===== config.mk =====
export PLATFORM = sky130hd
export DESIGN_NAME = converter_error_flags
export DESIGN_NICKNAME = d
export VERILOG_FILES = /design/src/err_flags_pkg.sv /design/src/converter_error_flags.sv /design/src/strobe_rate_monitor.sv
export SDC_FILE = /design/constraint.sdc
export NUM_CORES = 1
export LEC_CHECK = 0
export BUFFER_PORTS_ARGS = -buffer_cell sky130_fd_sc_hd__buf_2
export CAP_MARGIN = 25
export CORE_UTILIZATION = 59
export CTS_CLUSTER_DIAMETER = 200
export DETAILED_ROUTE_END_ITERATION = 7
export PLACE_DENSITY = 0.9
export SYNTH_ARGS = -nofsm -noshare
export SYNTH_HDL_FRONTEND = slang
export SYNTH_SLANG_ARGS = --single-unit

===== constraint.sdc =====
create_clock -name clk_i -period 2.41 [get_ports clk_i]
set_input_delay 0.241 -clock clk_i [delete_from_list [all_inputs] [get_ports clk_i]]
set_output_delay 0.241 -clock clk_i [all_outputs]
set_load 0.05 [all_outputs]

===== src/err_flags_pkg.sv =====
// Shared constants and types for the converter error flag bank.
package err_flags_pkg;

  localparam int unsigned CLK_FREQ_HZ = 100_000_000;
  localparam int unsigned STROBE_RATE_HZ = 4_000;
  localparam int unsigned STROBE_PERIOD_CYC_DEF = CLK_FREQ_HZ / STROBE_RATE_HZ;
  localparam int unsigned STROBE_TOL_PCT = 1;
  localparam int unsigned STROBE_CNT_W = 16;

  localparam int unsigned NUM_CHANNELS = 12;
  localparam int unsigned CHAN_W = 4;
  localparam int unsigned DATA_W = 24;

  localparam logic [3:0] OFS_ERR_FLAGS = 4'h0;
  localparam logic [3:0] OFS_ERR_MASK = 4'h4;
  localparam logic [3:0] OFS_IRQ_STATUS = 4'h8;
  localparam logic [3:0] OFS_IRQ_MASK = 4'hC;

  localparam int unsigned BIT_FAULT_A = 2;
  localparam int unsigned BIT_FAULT_B = 3;
  localparam int unsigned BIT_FAULT_C = 4;
  localparam int unsigned BIT_FAULT_D = 5;
  localparam int unsigned BIT_CRC = 6;
  localparam int unsigned BIT_FAULT_E = 7;
  localparam int unsigned BIT_RATE = 8;

  localparam logic [31:0] FLAGS_IMPL = 32'h0000_01FC;
  localparam logic [31:0] ERR_FLAGS_RST = 32'h0000_0000;
  localparam logic [31:0] ERR_MASK_RST = 32'h0000_0000;
  localparam logic [31:0] IRQ_MASK_RST = 32'h0000_0000;
  localparam logic [31:0] READ_ZERO = 32'h0000_0000;

  typedef struct packed {
    logic [CHAN_W-1:0] chan;
    logic [DATA_W-1:0] data;
  } sample_type;

  typedef struct packed {
    logic [4:0] internal_fault;
    logic sample_strobe_rate_fault;
    logic crc_fail;
  } err_event_type;

  // Places the five internal faults and the two converter events at their bit positions.
  function automatic logic [31:0] event_word(input err_event_type ev);
    logic [31:0] w;
    w = READ_ZERO;
    w[BIT_FAULT_A] = ev.internal_fault[0];
    w[BIT_FAULT_B] = ev.internal_fault[1];
    w[BIT_FAULT_C] = ev.internal_fault[2];
    w[BIT_FAULT_D] = ev.internal_fault[3];
    w[BIT_FAULT_E] = ev.internal_fault[4];
    w[BIT_CRC] = ev.crc_fail;
    w[BIT_RATE] = ev.sample_strobe_rate_fault;
    return w;
  endfunction

endpackage


===== src/converter_error_flags.sv =====
// Error flag bank with sample discard, error mask, interrupt and Wishbone slave.
`timescale 1ns/10ps

// Contract
// - Set bit 6 whenever a converter sample frame fails its integrity check.
// - Drop a failed sample and keep feeding that channel's last valid sample.
// - Set the rate fault flag when strobe rate differs from the expected 4 kHz.
// - Writing 1 to bit 8 clears the rate flag; it sets again if fault persists.
// - Converter reset while conversion runs also raises the rate fault flag.
// - Combined error output is the OR of all flags whose mask bits are set.
module converter_error_flags import err_flags_pkg::*; #(
  parameter int unsigned STROBE_PERIOD_CYC = STROBE_PERIOD_CYC_DEF
) (
  input wire logic clk_i, // System clock, 100 MHz.
  input wire logic rst_i, // Synchronous reset, active high.
  input wire logic wb_cyc_i, // Wishbone cycle.
  input wire logic wb_stb_i, // Wishbone strobe.
  input wire logic wb_we_i, // Wishbone write enable.
  input wire logic [3:0] wb_adr_i, // Wishbone byte address.
  input wire logic [3:0] wb_sel_i, // Wishbone byte selects.
  input wire logic [31:0] wb_dat_i, // Wishbone write data.
  output logic [31:0] wb_dat_o, // Wishbone read data.
  output logic wb_ack_o, // Wishbone acknowledge.
  input wire logic [4:0] internal_fault_i, // Internal fault pulses a to e.
  input wire logic sample_strobe_i, // Sample-ready strobe.
  input wire logic conv_running_i, // Conversion is running.
  input wire logic conv_reset_i, // Converters are being reset.
  input wire logic sample_valid_i, // A sample frame arrives.
  input wire logic crc_ok_i, // Frame passed its integrity check.
  input wire sample_type sample_i, // Channel and data of the frame.
  output logic sample_valid_o, // Sample forwarded to measurement.
  output sample_type sample_o, // Forwarded channel and data.
  output logic combined_error_o, // Masked OR of error flags.
  output logic irq_o // Interrupt, active high level.
);

  ////////////////////////////////////////////////////////////////////////////
  logic [31:0] flags_reg;
  logic [31:0] err_mask_reg;
  logic [31:0] irq_status_reg;
  logic [31:0] irq_mask_reg;
  logic [DATA_W-1:0] held_reg [NUM_CHANNELS];
  logic [DATA_W-1:0] held_sel;
  logic rate_fault;
  logic chan_ok;
  logic crc_fail;
  logic [31:0] set_word;
  logic [31:0] wmask;
  logic bus_req;
  logic bus_wr;
  logic bus_rd;

  function automatic logic [31:0] sel_mask(input logic [3:0] sel);
    return {{8{sel[3]}}, {8{sel[2]}}, {8{sel[1]}}, {8{sel[0]}}};
  endfunction

  assign chan_ok = 32'(sample_i.chan) < NUM_CHANNELS;
  assign held_sel = chan_ok ? held_reg[sample_i.chan] : '0;
  assign crc_fail = sample_valid_i & ~crc_ok_i;
  assign set_word = event_word(err_event_type'{internal_fault: internal_fault_i,
                                               sample_strobe_rate_fault: rate_fault, crc_fail: crc_fail});
  assign bus_req = wb_cyc_i & wb_stb_i;
  // Writes and read side effects land on the edge where the master sees ack.
  assign bus_wr = bus_req & wb_ack_o & wb_we_i;
  assign bus_rd = bus_req & wb_ack_o & ~wb_we_i;
  assign wmask = sel_mask(wb_sel_i);

  strobe_rate_monitor #(
    .PERIOD_CYC(STROBE_PERIOD_CYC)
  ) u_rate (
    .clk_i(clk_i),
    .rst_i(rst_i),
    .sample_strobe_i(sample_strobe_i),
    .conv_running_i(conv_running_i),
    .conv_reset_i(conv_reset_i),
    .fault_o(rate_fault)
  );

  ////////////////////////////////////////////////////////////////////////////
  // A new event in the clearing cycle wins, so no fault is ever lost.
  always_ff @(posedge clk_i) begin
    if (rst_i) begin
      flags_reg <= ERR_FLAGS_RST;
    end else if (bus_wr && wb_adr_i == OFS_ERR_FLAGS) begin
      flags_reg <= ((flags_reg & ~(wb_dat_i & wmask)) | set_word) & FLAGS_IMPL;
    end else begin
      flags_reg <= (flags_reg | set_word) & FLAGS_IMPL;
    end
  end

  always_ff @(posedge clk_i) begin
    if (rst_i) begin
      err_mask_reg <= ERR_MASK_RST;
      irq_mask_reg <= IRQ_MASK_RST;
    end else if (bus_wr) begin
      if (wb_adr_i == OFS_ERR_MASK) begin
        err_mask_reg <= ((err_mask_reg & ~wmask) | (wb_dat_i & wmask)) & FLAGS_IMPL;
      end
      if (wb_adr_i == OFS_IRQ_MASK) begin
        irq_mask_reg <= ((irq_mask_reg & ~wmask) | (wb_dat_i & wmask)) & FLAGS_IMPL;
      end
    end
  end

  // The interrupt status copies each event and is cleared by reading it.
  // Only the bits that the read returned are cleared, because an event that lands
  // between latching the read data and the ack edge would otherwise be lost unseen.
  always_ff @(posedge clk_i) begin
    if (rst_i) begin
      irq_status_reg <= READ_ZERO;
    end else if (bus_rd && wb_adr_i == OFS_IRQ_STATUS) begin
      irq_status_reg <= ((irq_status_reg & ~wb_dat_o) | set_word) & FLAGS_IMPL;
    end else begin
      irq_status_reg <= (irq_status_reg | set_word) & FLAGS_IMPL;
    end
  end

  always_ff @(posedge clk_i) begin
    if (rst_i) begin
      combined_error_o <= 1'b0;
      irq_o <= 1'b0;
    end else begin
      combined_error_o <= |(flags_reg & err_mask_reg);
      irq_o <= |(irq_status_reg & irq_mask_reg);
    end
  end

  ////////////////////////////////////////////////////////////////////////////
  // Failed frames are replaced by the last good value, so the measurement paths
  // keep their cadence; a stuck link therefore freezes data rather than dropping it.
  always_ff @(posedge clk_i) begin
    if (rst_i) begin
      for (int i = 0; i < NUM_CHANNELS; i++) begin
        held_reg[i] <= '0;
      end
    end else if (sample_valid_i && crc_ok_i && chan_ok) begin
      held_reg[sample_i.chan] <= sample_i.data;
    end
  end

  always_ff @(posedge clk_i) begin
    if (rst_i) begin
      sample_valid_o <= 1'b0;
      sample_o <= '0;
    end else begin
      sample_valid_o <= sample_valid_i & chan_ok;
      if (sample_valid_i && chan_ok) begin
        sample_o.chan <= sample_i.chan;
        sample_o.data <= crc_ok_i ? sample_i.data : held_sel;
      end
    end
  end

  ////////////////////////////////////////////////////////////////////////////
  always_ff @(posedge clk_i) begin
    if (rst_i) begin
      wb_ack_o <= 1'b0;
      wb_dat_o <= READ_ZERO;
    end else begin
      wb_ack_o <= bus_req & ~wb_ack_o;
      if (bus_req && !wb_ack_o && !wb_we_i) begin
        unique case (wb_adr_i)
          OFS_ERR_FLAGS: wb_dat_o <= flags_reg;
          OFS_ERR_MASK: wb_dat_o <= err_mask_reg;
          OFS_IRQ_STATUS: wb_dat_o <= irq_status_reg;
          OFS_IRQ_MASK: wb_dat_o <= irq_mask_reg;
          default: wb_dat_o <= READ_ZERO;
        endcase
      end
    end
  end
endmodule


===== src/strobe_rate_monitor.sv =====
// Measures the spacing of sample-ready strobe edges and reports rate faults.
`timescale 1ns/10ps
module strobe_rate_monitor import err_flags_pkg::*; #(
  parameter int unsigned PERIOD_CYC = STROBE_PERIOD_CYC_DEF
) (
  input wire logic clk_i, // System clock.
  input wire logic rst_i, // Synchronous reset, active high.
  input wire logic sample_strobe_i, // Sample-ready strobe from converters.
  input wire logic conv_running_i, // Conversion is running.
  input wire logic conv_reset_i, // Converters are being reset.
  output logic fault_o // Rate fault: one-cycle pulse per spacing fault, held high while converters reset during conversion.
);

  localparam int unsigned TOL_CYC = (PERIOD_CYC * STROBE_TOL_PCT + 99) / 100;
  localparam logic [STROBE_CNT_W-1:0] LO_CYC = STROBE_CNT_W'(PERIOD_CYC - TOL_CYC);
  localparam logic [STROBE_CNT_W-1:0] HI_CYC = STROBE_CNT_W'(PERIOD_CYC + TOL_CYC);

  logic strobe_d_reg;
  logic armed_reg;
  logic [STROBE_CNT_W-1:0] count_reg;
  logic rise;
  logic bad_spacing;
  logic timeout;

  assign rise = sample_strobe_i & ~strobe_d_reg;
  assign bad_spacing = armed_reg & rise & ((count_reg < LO_CYC) | (count_reg > HI_CYC));
  assign timeout = armed_reg & ~rise & (count_reg == HI_CYC);

  always_ff @(posedge clk_i) begin
    if (rst_i) begin
      strobe_d_reg <= 1'b0;
    end else begin
      strobe_d_reg <= sample_strobe_i;
    end
  end

  // A missing edge is reported once, then the monitor rearms on the next edge.
  always_ff @(posedge clk_i) begin
    if (rst_i || !conv_running_i) begin
      armed_reg <= 1'b0;
      count_reg <= '0;
    end else if (rise) begin
      armed_reg <= 1'b1;
      count_reg <= STROBE_CNT_W'(1);
    end else if (timeout) begin
      armed_reg <= 1'b0;
    end else if (count_reg != HI_CYC) begin
      count_reg <= count_reg + STROBE_CNT_W'(1);
    end
  end

  always_ff @(posedge clk_i) begin
    if (rst_i) begin
      fault_o <= 1'b0;
    end else begin
      fault_o <= bad_spacing | timeout | (conv_reset_i & conv_running_i);
    end
  end
endmodule


# [Word-level counts from Yosys, hierarchy flattened]
# Memory sizes are Yosys's and may differ from the RTL's. A register that Yosys moved wholly into a read port is not among the register bits.
# Index checks and enable logic that the tools add are counted.
[word_totals] ff_bits=68 ramBits=288 memories=1 wordCells=102
[op_classes] addsub=1 bitwise_logic=38 muxes=16 n_eq_ne=6 magnitude_cmp=3 reduce_logical=22
[memory_table] memory="held_reg" depth=12 width=24 rd=1 rd_ports_with_merged_regs=1 write_ports=12 line="converter_error_flags.sv:42" text="logic [DATA_W-1:0] held_reg [NUM_CHANNELS];"
[op_table] operator="$reduce_or A32 Y1" count=2
[op_table] operator="$and A9 B9 Y9" count=7
[op_table] operator="$or A9 B9 Y9" count=6
[op_table] operator="$pmux W9 S4" count=1
[op_table] operator="$not A9 Y9" count=3
[op_table] operator="$mux W24" count=1
[op_table] operator="$reduce_or A24 Y1" count=1
[op_table] operator="$mux W9" count=2
[op_table] operator="$add A16 B1 Y16 const B" count=1
[op_table] operator="$eq A16 B15 Y1 const B" count=1
[op_table] operator="$gt A16 B15 Y1 const B" count=1
[op_table] operator="$lt A16 B15 Y1 const B" count=1
[op_table] operator="$ne A16 B15 Y1 const B" count=1
[op_table] operator="$and A1 B1 Y1" count=13
[op_table] operator="$mux W1" count=11
[op_table] operator="$eq A4 B4 Y1 const B" count=2
[op_table] operator="$reduce_and A2 Y1" count=4
[op_table] operator="$logic_and A1 B1 Y1" count=7
[op_table] operator="$not A1 Y1" count=6
[op_table] operator="$eq A4 B3 Y1 const B" count=1
[op_table] operator="$logic_not A4 Y1" count=1
[op_table] operator="$lt A4 B4 Y1 const B" count=1
[op_table] operator="$mux W4" count=1
[op_table] operator="$reduce_bool A2 Y1" count=2
[op_table] operator="other kinds (5)" count=9

# [Depth between registers and ports, before layout]
# Gate-level depths: netlist of the first run.
[logic_depth] word_depth=7 mapped_depth=8 depth_no_buf=6

# [Modules after synthesis]
# A second synthesis of the first run with hierarchy kept.
[unflattened] cells_unflattened=1177 hier_area_um2=16819.9
[by_module_without_submodules] mod="converter_error_flags" area_each_um2=15899.0 cells_per_inst=1075 seq_area_each_um2=9989.6 instances=1
[by_module_without_submodules] mod="strobe_rate_monitor" area_each_um2=920.9 cells_per_inst=102 seq_area_each_um2=380.4 instances=1

# [Worst setup path after synthesis of the first run]
# No wires, ideal clock.
[synth_path] path_kind="input -> register" start="input sample_valid_i" end="memory held_reg[3][0], enable pin" cell_stages=7 path_buffers=2 path_slack_ns=0.474 setup_ns=0.358 arrival_time_ns=1.578 cell_sequence="nor2b_1 -> buf_4 -> nand2_1 -> or3_1 -> buf_2 -> nor2_1 -> or2_2"
[synth_lines] item="start, declared" line="converter_error_flags.sv:28" text="input wire logic sample_valid_i,"
[synth_lines] item="end, declared" line="converter_error_flags.sv:42"

==> run_results.csv, run 1 <==
group,metric,value,unit
final_layout,largest_reg_flops,288,
logic_synthesis,synth_mux_area_frac,0.107,
logic_synthesis,seq_area_frac_synth,0.610,
min_path,hp-class,"in2reg",
route,final_antenna_net_count,0,
logic_synthesis,syn_area,0.0170,sq mm
route,wl,43.4,mm
logic_synthesis,synth_top_family_by_area,"simple AND/OR/NAND/NOR gates",
timing,slew_violations,0,
final_layout,drive_gt1_frac,0.216,
floorplanning,start_util,0.606,
clocking,cts_tree,"done",
logic_synthesis,synthTopCellsByArea,"edfxtp_1, dfxtp_1, mux4_2, nor3_1, mux2i_1",
timing,worst_slew_pin_slew,0.878,ns
timing,fin_crit,1.93,ns
timing,hold_violations,0,
clocking,cts_root_buf,"clkbuf_16",
final_layout,synthToLayoutAreaGrowth,13.1,%
placement,globalplace.congestion,0.843,
final_layout,multi_input_area,0.00585,sq mm
floorplanning,io_pins,147,
route,drt-vias-per-instance,6.57,
floorplanning,die_h,172,microns
power_and_ir_drop,powerDensity,750,mW/mm^2
floorplanning,die_area,0.0295,sq mm
worst_setup_path,endpoint_kind,"flip-flop",
power_and_ir_drop,leakage,0.00661,uW
logic_synthesis,async_flop_share,0,
placement,hpwlAfterDp,25.2,mm
logic_synthesis,synth-xor-area-share,0.00669,
timing,finalSetupViolations,0,
final_layout,seq_area,0.0104,sq mm
clocking,path_clk_slew,0.06,ns
route,drt-initial-drc-count,1621,
floorplanning,core_area,0.0281,sq mm
logic_synthesis,synth_top_cell_area_share,0.508,
worst_setup_path,crit_path_max_fanout,24,
timing,skew,0.0120,ns
grt,grt_antenna_before_repair,1,
clocking,hold_buffers,13,
logic_synthesis,synthSimpleGateAreaFrac,0.163,
clocking,post_cts_resize_count,0,
worst_setup_path,required,2.55,ns
timing,grt_setup_unrepaired,"no",
grt,grt_usage,0.300,
grt,grt_max_degree,73,
route,wl_per_cell,23.9,microns
timing,max-slew-margin-rel,0.414,
route,dr_total_vias,11900,
route,dr.pass1.iters,7,
logic_synthesis,synth_fa_ha_area_frac,0.00147,
status,status,"complete, no violations",
floorplanning,rows,61,
placement,portBuffers,94,
timing,timing.fmax,517,MHz
worst_setup_path,cp.arrival,2.07,ns
grt,grt_overflow,0,
final_layout,n_fill_cell,1792,
clocking,cts_made_buffers,37,
clocking,clk_latency,0.52,ns
final_layout,final_nets,1490,
logic_synthesis,yosys_warnings,0,
worst_setup_path,critPathKind,"in2reg",
clocking,cts_max_level,2,
placement,dp.cells,1731,
logic_synthesis,yosysTopAreaCell,"edfxtp_1",
grt,grt_pass1_wl,66.2,mm
timing,fin_crit_sh,0.802,
clocking,clock_sinks,374,
timing,fin_setup_tns,0,ns
power_and_ir_drop,worst_ir_drop_vdd,0.000673,V
route,drcViolationCount,0,
grt,grt_pass1_vias,11900,
logic_synthesis,synth_compound_area_frac,0.0588,
worst_setup_path,crit_path_start_kind,"input pin",
final_layout,layoutNonFillerInstCount,1813,
logic_synthesis,syn_inst,1326,
clocking,post_cts_buffers,0,
logic_synthesis,avgSynthCellArea,12.8,sq um
run,maxCapViolCount,0,
logic_synthesis,synth_flop_cell,"edfxtp_1",
clocking,cts.path.max_buffers,3,
floorplanning,die_w,172,microns
logic_synthesis,synth_edf_count,288,
logic_synthesis,synth-seq-cells,374,
logic_synthesis,ys_types,56,
## where the power goes
part / switching (uW) / total, uW / internal, uW
combinational: 955 / 1430 / 477
sequential: 132 / 7380 / 7250
clock: 2400 / 5610 / 3210
## worst max-delay path, stage by stage
cell and delay (ns):
buf_2 0.11, nor2b_1 0.37, nand4b_1 0.38, nor2_1 0.24, or2_2 0.73
## layout by cell type, fill, tap and decap left out, drive strengths merged, types with 30 or more instances in the layout
cell type    n
a22oi       35
nand2       60
nor2        53
mux2i       43
mux4        62
edfxtp     288
a21oi       65
nor2b       30
nor4        59
buf        159
and2        62
clkbuf      54
dfxtp       86
nor3       177
## through the flow
step | setup slack (ns) | power [uW] | hold WS, ns | instance area (sq um) | utilization
2_1_floorplan | 0.474 | 8440 | 0.344 | 17100 | -
3_3_place_gp | 0.0988 | 8810 | 0.432 | 17900 | 0.638
3_5_place_dp | 0.0605 | 8870 | 0.447 | 17900 | 0.638
4_1_cts | 0.534 | 14400 | 0.000655 | 19200 | 0.685
5_1_grt | 0.435 | 14800 | 0.0136 | 19200 | 0.685
6_report | 0.477 | 14400 | 0.0108 | 19200 | 0.685
## cell type report
class	count	share of cell area
clock buffers	54	0.0559
diodes	1	0.000130
flip-flops and latches	374	0.539
multi-input cells	798	0.304
inverters	22	0.00429
clock inverters	14	0.00488
well taps	378	0.0246
repair buffers	172	0.0670
## path summary, 6_finish.rpt
| path | startpoint | endpoint | slack, ns | depth (start not counted) |
|---|---|---|---|---|
| worst max register to register | u_rate.count_reg[1] | u_rate.fault_o | 0.71 | 6 |
| worst max-delay path | sample_valid_i | held_reg[6][3] | 0.48 | 5 |
| worst min register to register | u_rate.armed_reg | u_rate.armed_reg | 0.46 | 2 |
| worst min-delay path | wb_dat_i[8] | flip-flop | 0.01 | 3 |
## cell families after synthesis
| family | count (synthesis) |
|---|---|
| compound gates | 148 |
| xor+xnor | 13 |
| fa+ha+maj | 2 |
| buf+inv | 178 |
| flops | 374 |
| mux | 105 |
| other cells | 1 |
| simple gates | 505 |
## synthesized netlist by cell type (11+ instances only)
cell type / instances
buf_1: 20
buf_4: 28
edfxtp_1: 288
nor2_1: 53
nor3_1: 166
nand3_1: 17
nor2b_1: 30
a22oi_1: 35
a32o_1: 19
and2_1: 61
mux2i_1: 43
a21oi_1: 65
or2_2: 13
nor3_2: 11
inv_1: 22
nand2_1: 60
buf_2: 22
mux4_2: 62
dfxtp_1: 86
nor4_1: 57
clkbuf_1: 76
## routing by layer
metal / GRT usage / up-vias / wire [microns]
met5: 0 / - / 0
met4: 0.129 / 0 / 1680
met3: 0.0582 / 141 / 5040
met2: 0.518 / 909 / 21600
met1: 0.369 / 5728 / 15100
li1: - / 5140 / -
Power figures use the tool's default switching activity.
==> inputs of run 2 (changes only) <==
==> constraint.sdc (replaced) <==
create_clock -name clk_i -period 1.8 [get_ports clk_i]
set_input_delay 0.18 -clock clk_i [delete_from_list [all_inputs] [get_ports clk_i]]
set_output_delay 0.18 -clock clk_i [all_outputs]
set_load 0.05 [all_outputs]
==> run 2 against run 1 <==
Highest routed layer unchanged. Critical path depth up 2. Non-clock buffer count up 52. Global-route usage up 0.89 points. Sequential share of layout area down 1.7 points. Via count up 3.4%. Largest power group unchanged. Clock power up 36%. Critical endpoint is now u_rate.fault_o. Sequential power up 34%. Count of clock-buffer cells in the layout up 3. Worst hold slack better by 0.0085 ns. Core utilization up 2.2 points. Register-to-register slack worse by 0.61 ns.
==> run_results.csv, run 2 (same netlist as run 1, synthesis figures left out) <==
group,metric,value,unit
run,maxCapViolCount,0,
placement,hpwlAfterDp,27.7,mm
min_path,hp-class,"in2reg",
route,dr_total_vias,12300,
worst_setup_path,critPathKind,"reg2reg",
final_layout,antenna_cells,0,
worst_setup_path,crit_path_start_kind,"flip-flop",
final_layout,synthToLayoutAreaGrowth,16.7,%
power_and_ir_drop,worst_ir_drop_vdd,0.000942,V
worst_setup_path,required,2.27,ns
worst_setup_path,crit_path_max_fanout,5,
clocking,clk_latency,0.54,ns
grt,grt_usage,0.309,
final_layout,layout_commonest_cell,"edfxtp_1",
clocking,cts.path.max_buffers,3,
worst_setup_path,rr_endpoint,"u_rate.fault_o",
route,final_antenna_net_count,0,
final_layout,layoutNonFillerInstCount,1866,
timing,worst_slew_pin_slew,0.675,ns
min_path,min_path_cells,4,
route,wl_per_cell,24.0,microns
placement,dp.cells,1778,
timing,skew,0.0236,ns
route,drt-initial-drc-count,1750,
route,drt-vias-per-instance,6.61,
final_layout,final_nets,1543,
final_layout,largest_reg_flops,288,
worst_setup_path,endpoint_kind,"flip-flop",
final_layout,layout_common_cells,"edfxtp_1, nor3_1, buf_2, dfxtp_1, buf_4",
grt,grt_pass1_wl,68.1,mm
floorplanning,start_util,0.606,
floorplanning,die_area,0.0295,sq mm
route,dr.pass1.iters,5,
timing,hold_violations,0,
route,wl,44.8,mm
clocking,clock_sinks,374,
clocking,cts_root_buf,"clkbuf_16",
clocking,cts_tree,"done",
timing,fin_crit,1.70,ns
min_path,hold_start,"sample_i[27]",
clocking,cts_max_level,2,
timing,grt_setup_unrepaired,"no",
clocking,path_clk_slew,0.06,ns
worst_setup_path,r2r_start,"u_rate.count_reg[0]",
worst_setup_path,cp.arrival,2.17,ns
worst_setup_path,rrSetupSlack,0.1,ns
placement,globalplace.congestion,0.878,
floorplanning,core_area,0.0281,sq mm
status,status,"complete, no violations",
clocking,cts_made_buffers,38,
grt,grt_antenna_before_repair,0,
grt,grt_max_degree,60,
final_layout,drive_gt1_frac,0.243,
grt,grt_overflow,0,
placement,portBuffers,94,
floorplanning,die_w,172,microns
power_and_ir_drop,powerDensity,986,mW/mm^2
floorplanning,die_h,172,microns
timing,timing.fmax,588,MHz
timing,slew_violations,0,
grt,grt_pass1_vias,12300,
timing,finalSetupViolations,0,
final_layout,design_area,0.0199,sq mm
timing,fin_crit_sh,0.945,
floorplanning,rows,61,
floorplanning,io_pins,147,
placement,placed_area,0.0185,sq mm
worst_setup_path,worstSetupStartpoint,"u_rate.count_reg[0]",
timing,max-slew-margin-rel,0.550,
min_path,hold_path_end,"sample_o[26]",
worst_setup_path,reg2regPathDepth,7,
power_and_ir_drop,leakage,0.00694,uW
route,drcViolationCount,0,
==> run 2: worst max path at each step <==
stage	cells past startpoint	endpoint
after floorplan	5	held_reg[4][0]
after global placement	7	held_reg[8][8]
after detailed placement	7	sample_o[3]
after CTS	6	u_rate.fault_o
after global routing	8	u_rate.count_reg[0]
final	7	u_rate.fault_o
==> run 2: area by class of cell <==
cell class                      count  area [sq um]
Fill cell                        1779          8230
Inverter                           22          82.6
Clock buffer                       57          1070
Multi-Input combinational cell    798          5880
Timing Repair Buffer              224          1860
Clock inverter                     13           115
Sequential cell                   374         10400
Tap cell                          378           473
==> run 2: per-stage QoR <==
stage / power [uW] / setup WS (ns) / hold WS, ns / setup TNS (ns) / utilization
after floorplan: 11300 / 0.0248 / 0.283 / 0 / -
after global placement: 11900 / -0.0893 / 0.409 / -5.21 / 0.658
after detailed placement: 12000 / -0.158 / 0.426 / -15.47 / 0.658
after CTS: 19500 / 0.0287 / 0.00678 / 0 / 0.706
after global routing: 20000 / 0.00358 / 0.0308 / 0 / 0.707
final: 19600 / 0.0984 / 0.0194 / 0 / 0.707
==> run 2: metal layers <==
| layer | track usage | vias up | share of wire |
|---|---|---|---|
| met4 | 0.177 | 0 | 0.055 |
| met2 | 0.523 | 975 | 0.50 |
| met5 | 0 | - | 0 |
| met1 | 0.374 | 5882 | 0.34 |
| met3 | 0.0541 | 215 | 0.11 |
| li1 | - | 5254 | - |
==> run 2: timing repair <==
action                     4_1_cts  5_1_grt
buffers inserted                 0        1
gates resized for setup          0        3
hold endpoints to repair        30        0
setup endpoints to repair        0        1
hold buffers                    17        0
==> run 2: worst max-delay path, stage by stage (launching register included) <==
cell and delay (ns):
dfxtp_1 0.36, inv_1 0.08, ha_1 0.13, nor3b_1 0.19, nand4_1 0.17, and2_0 0.22
o41ai_2 0.28, buf_4 0.19
==> run 2: report_power, final <==
group	total (uW)	internal [uW]	switching (uW)
logic	2070	747	1320
clock network	7620	4310	3310
registers	9890	9710	182
total	19600	14800	4810
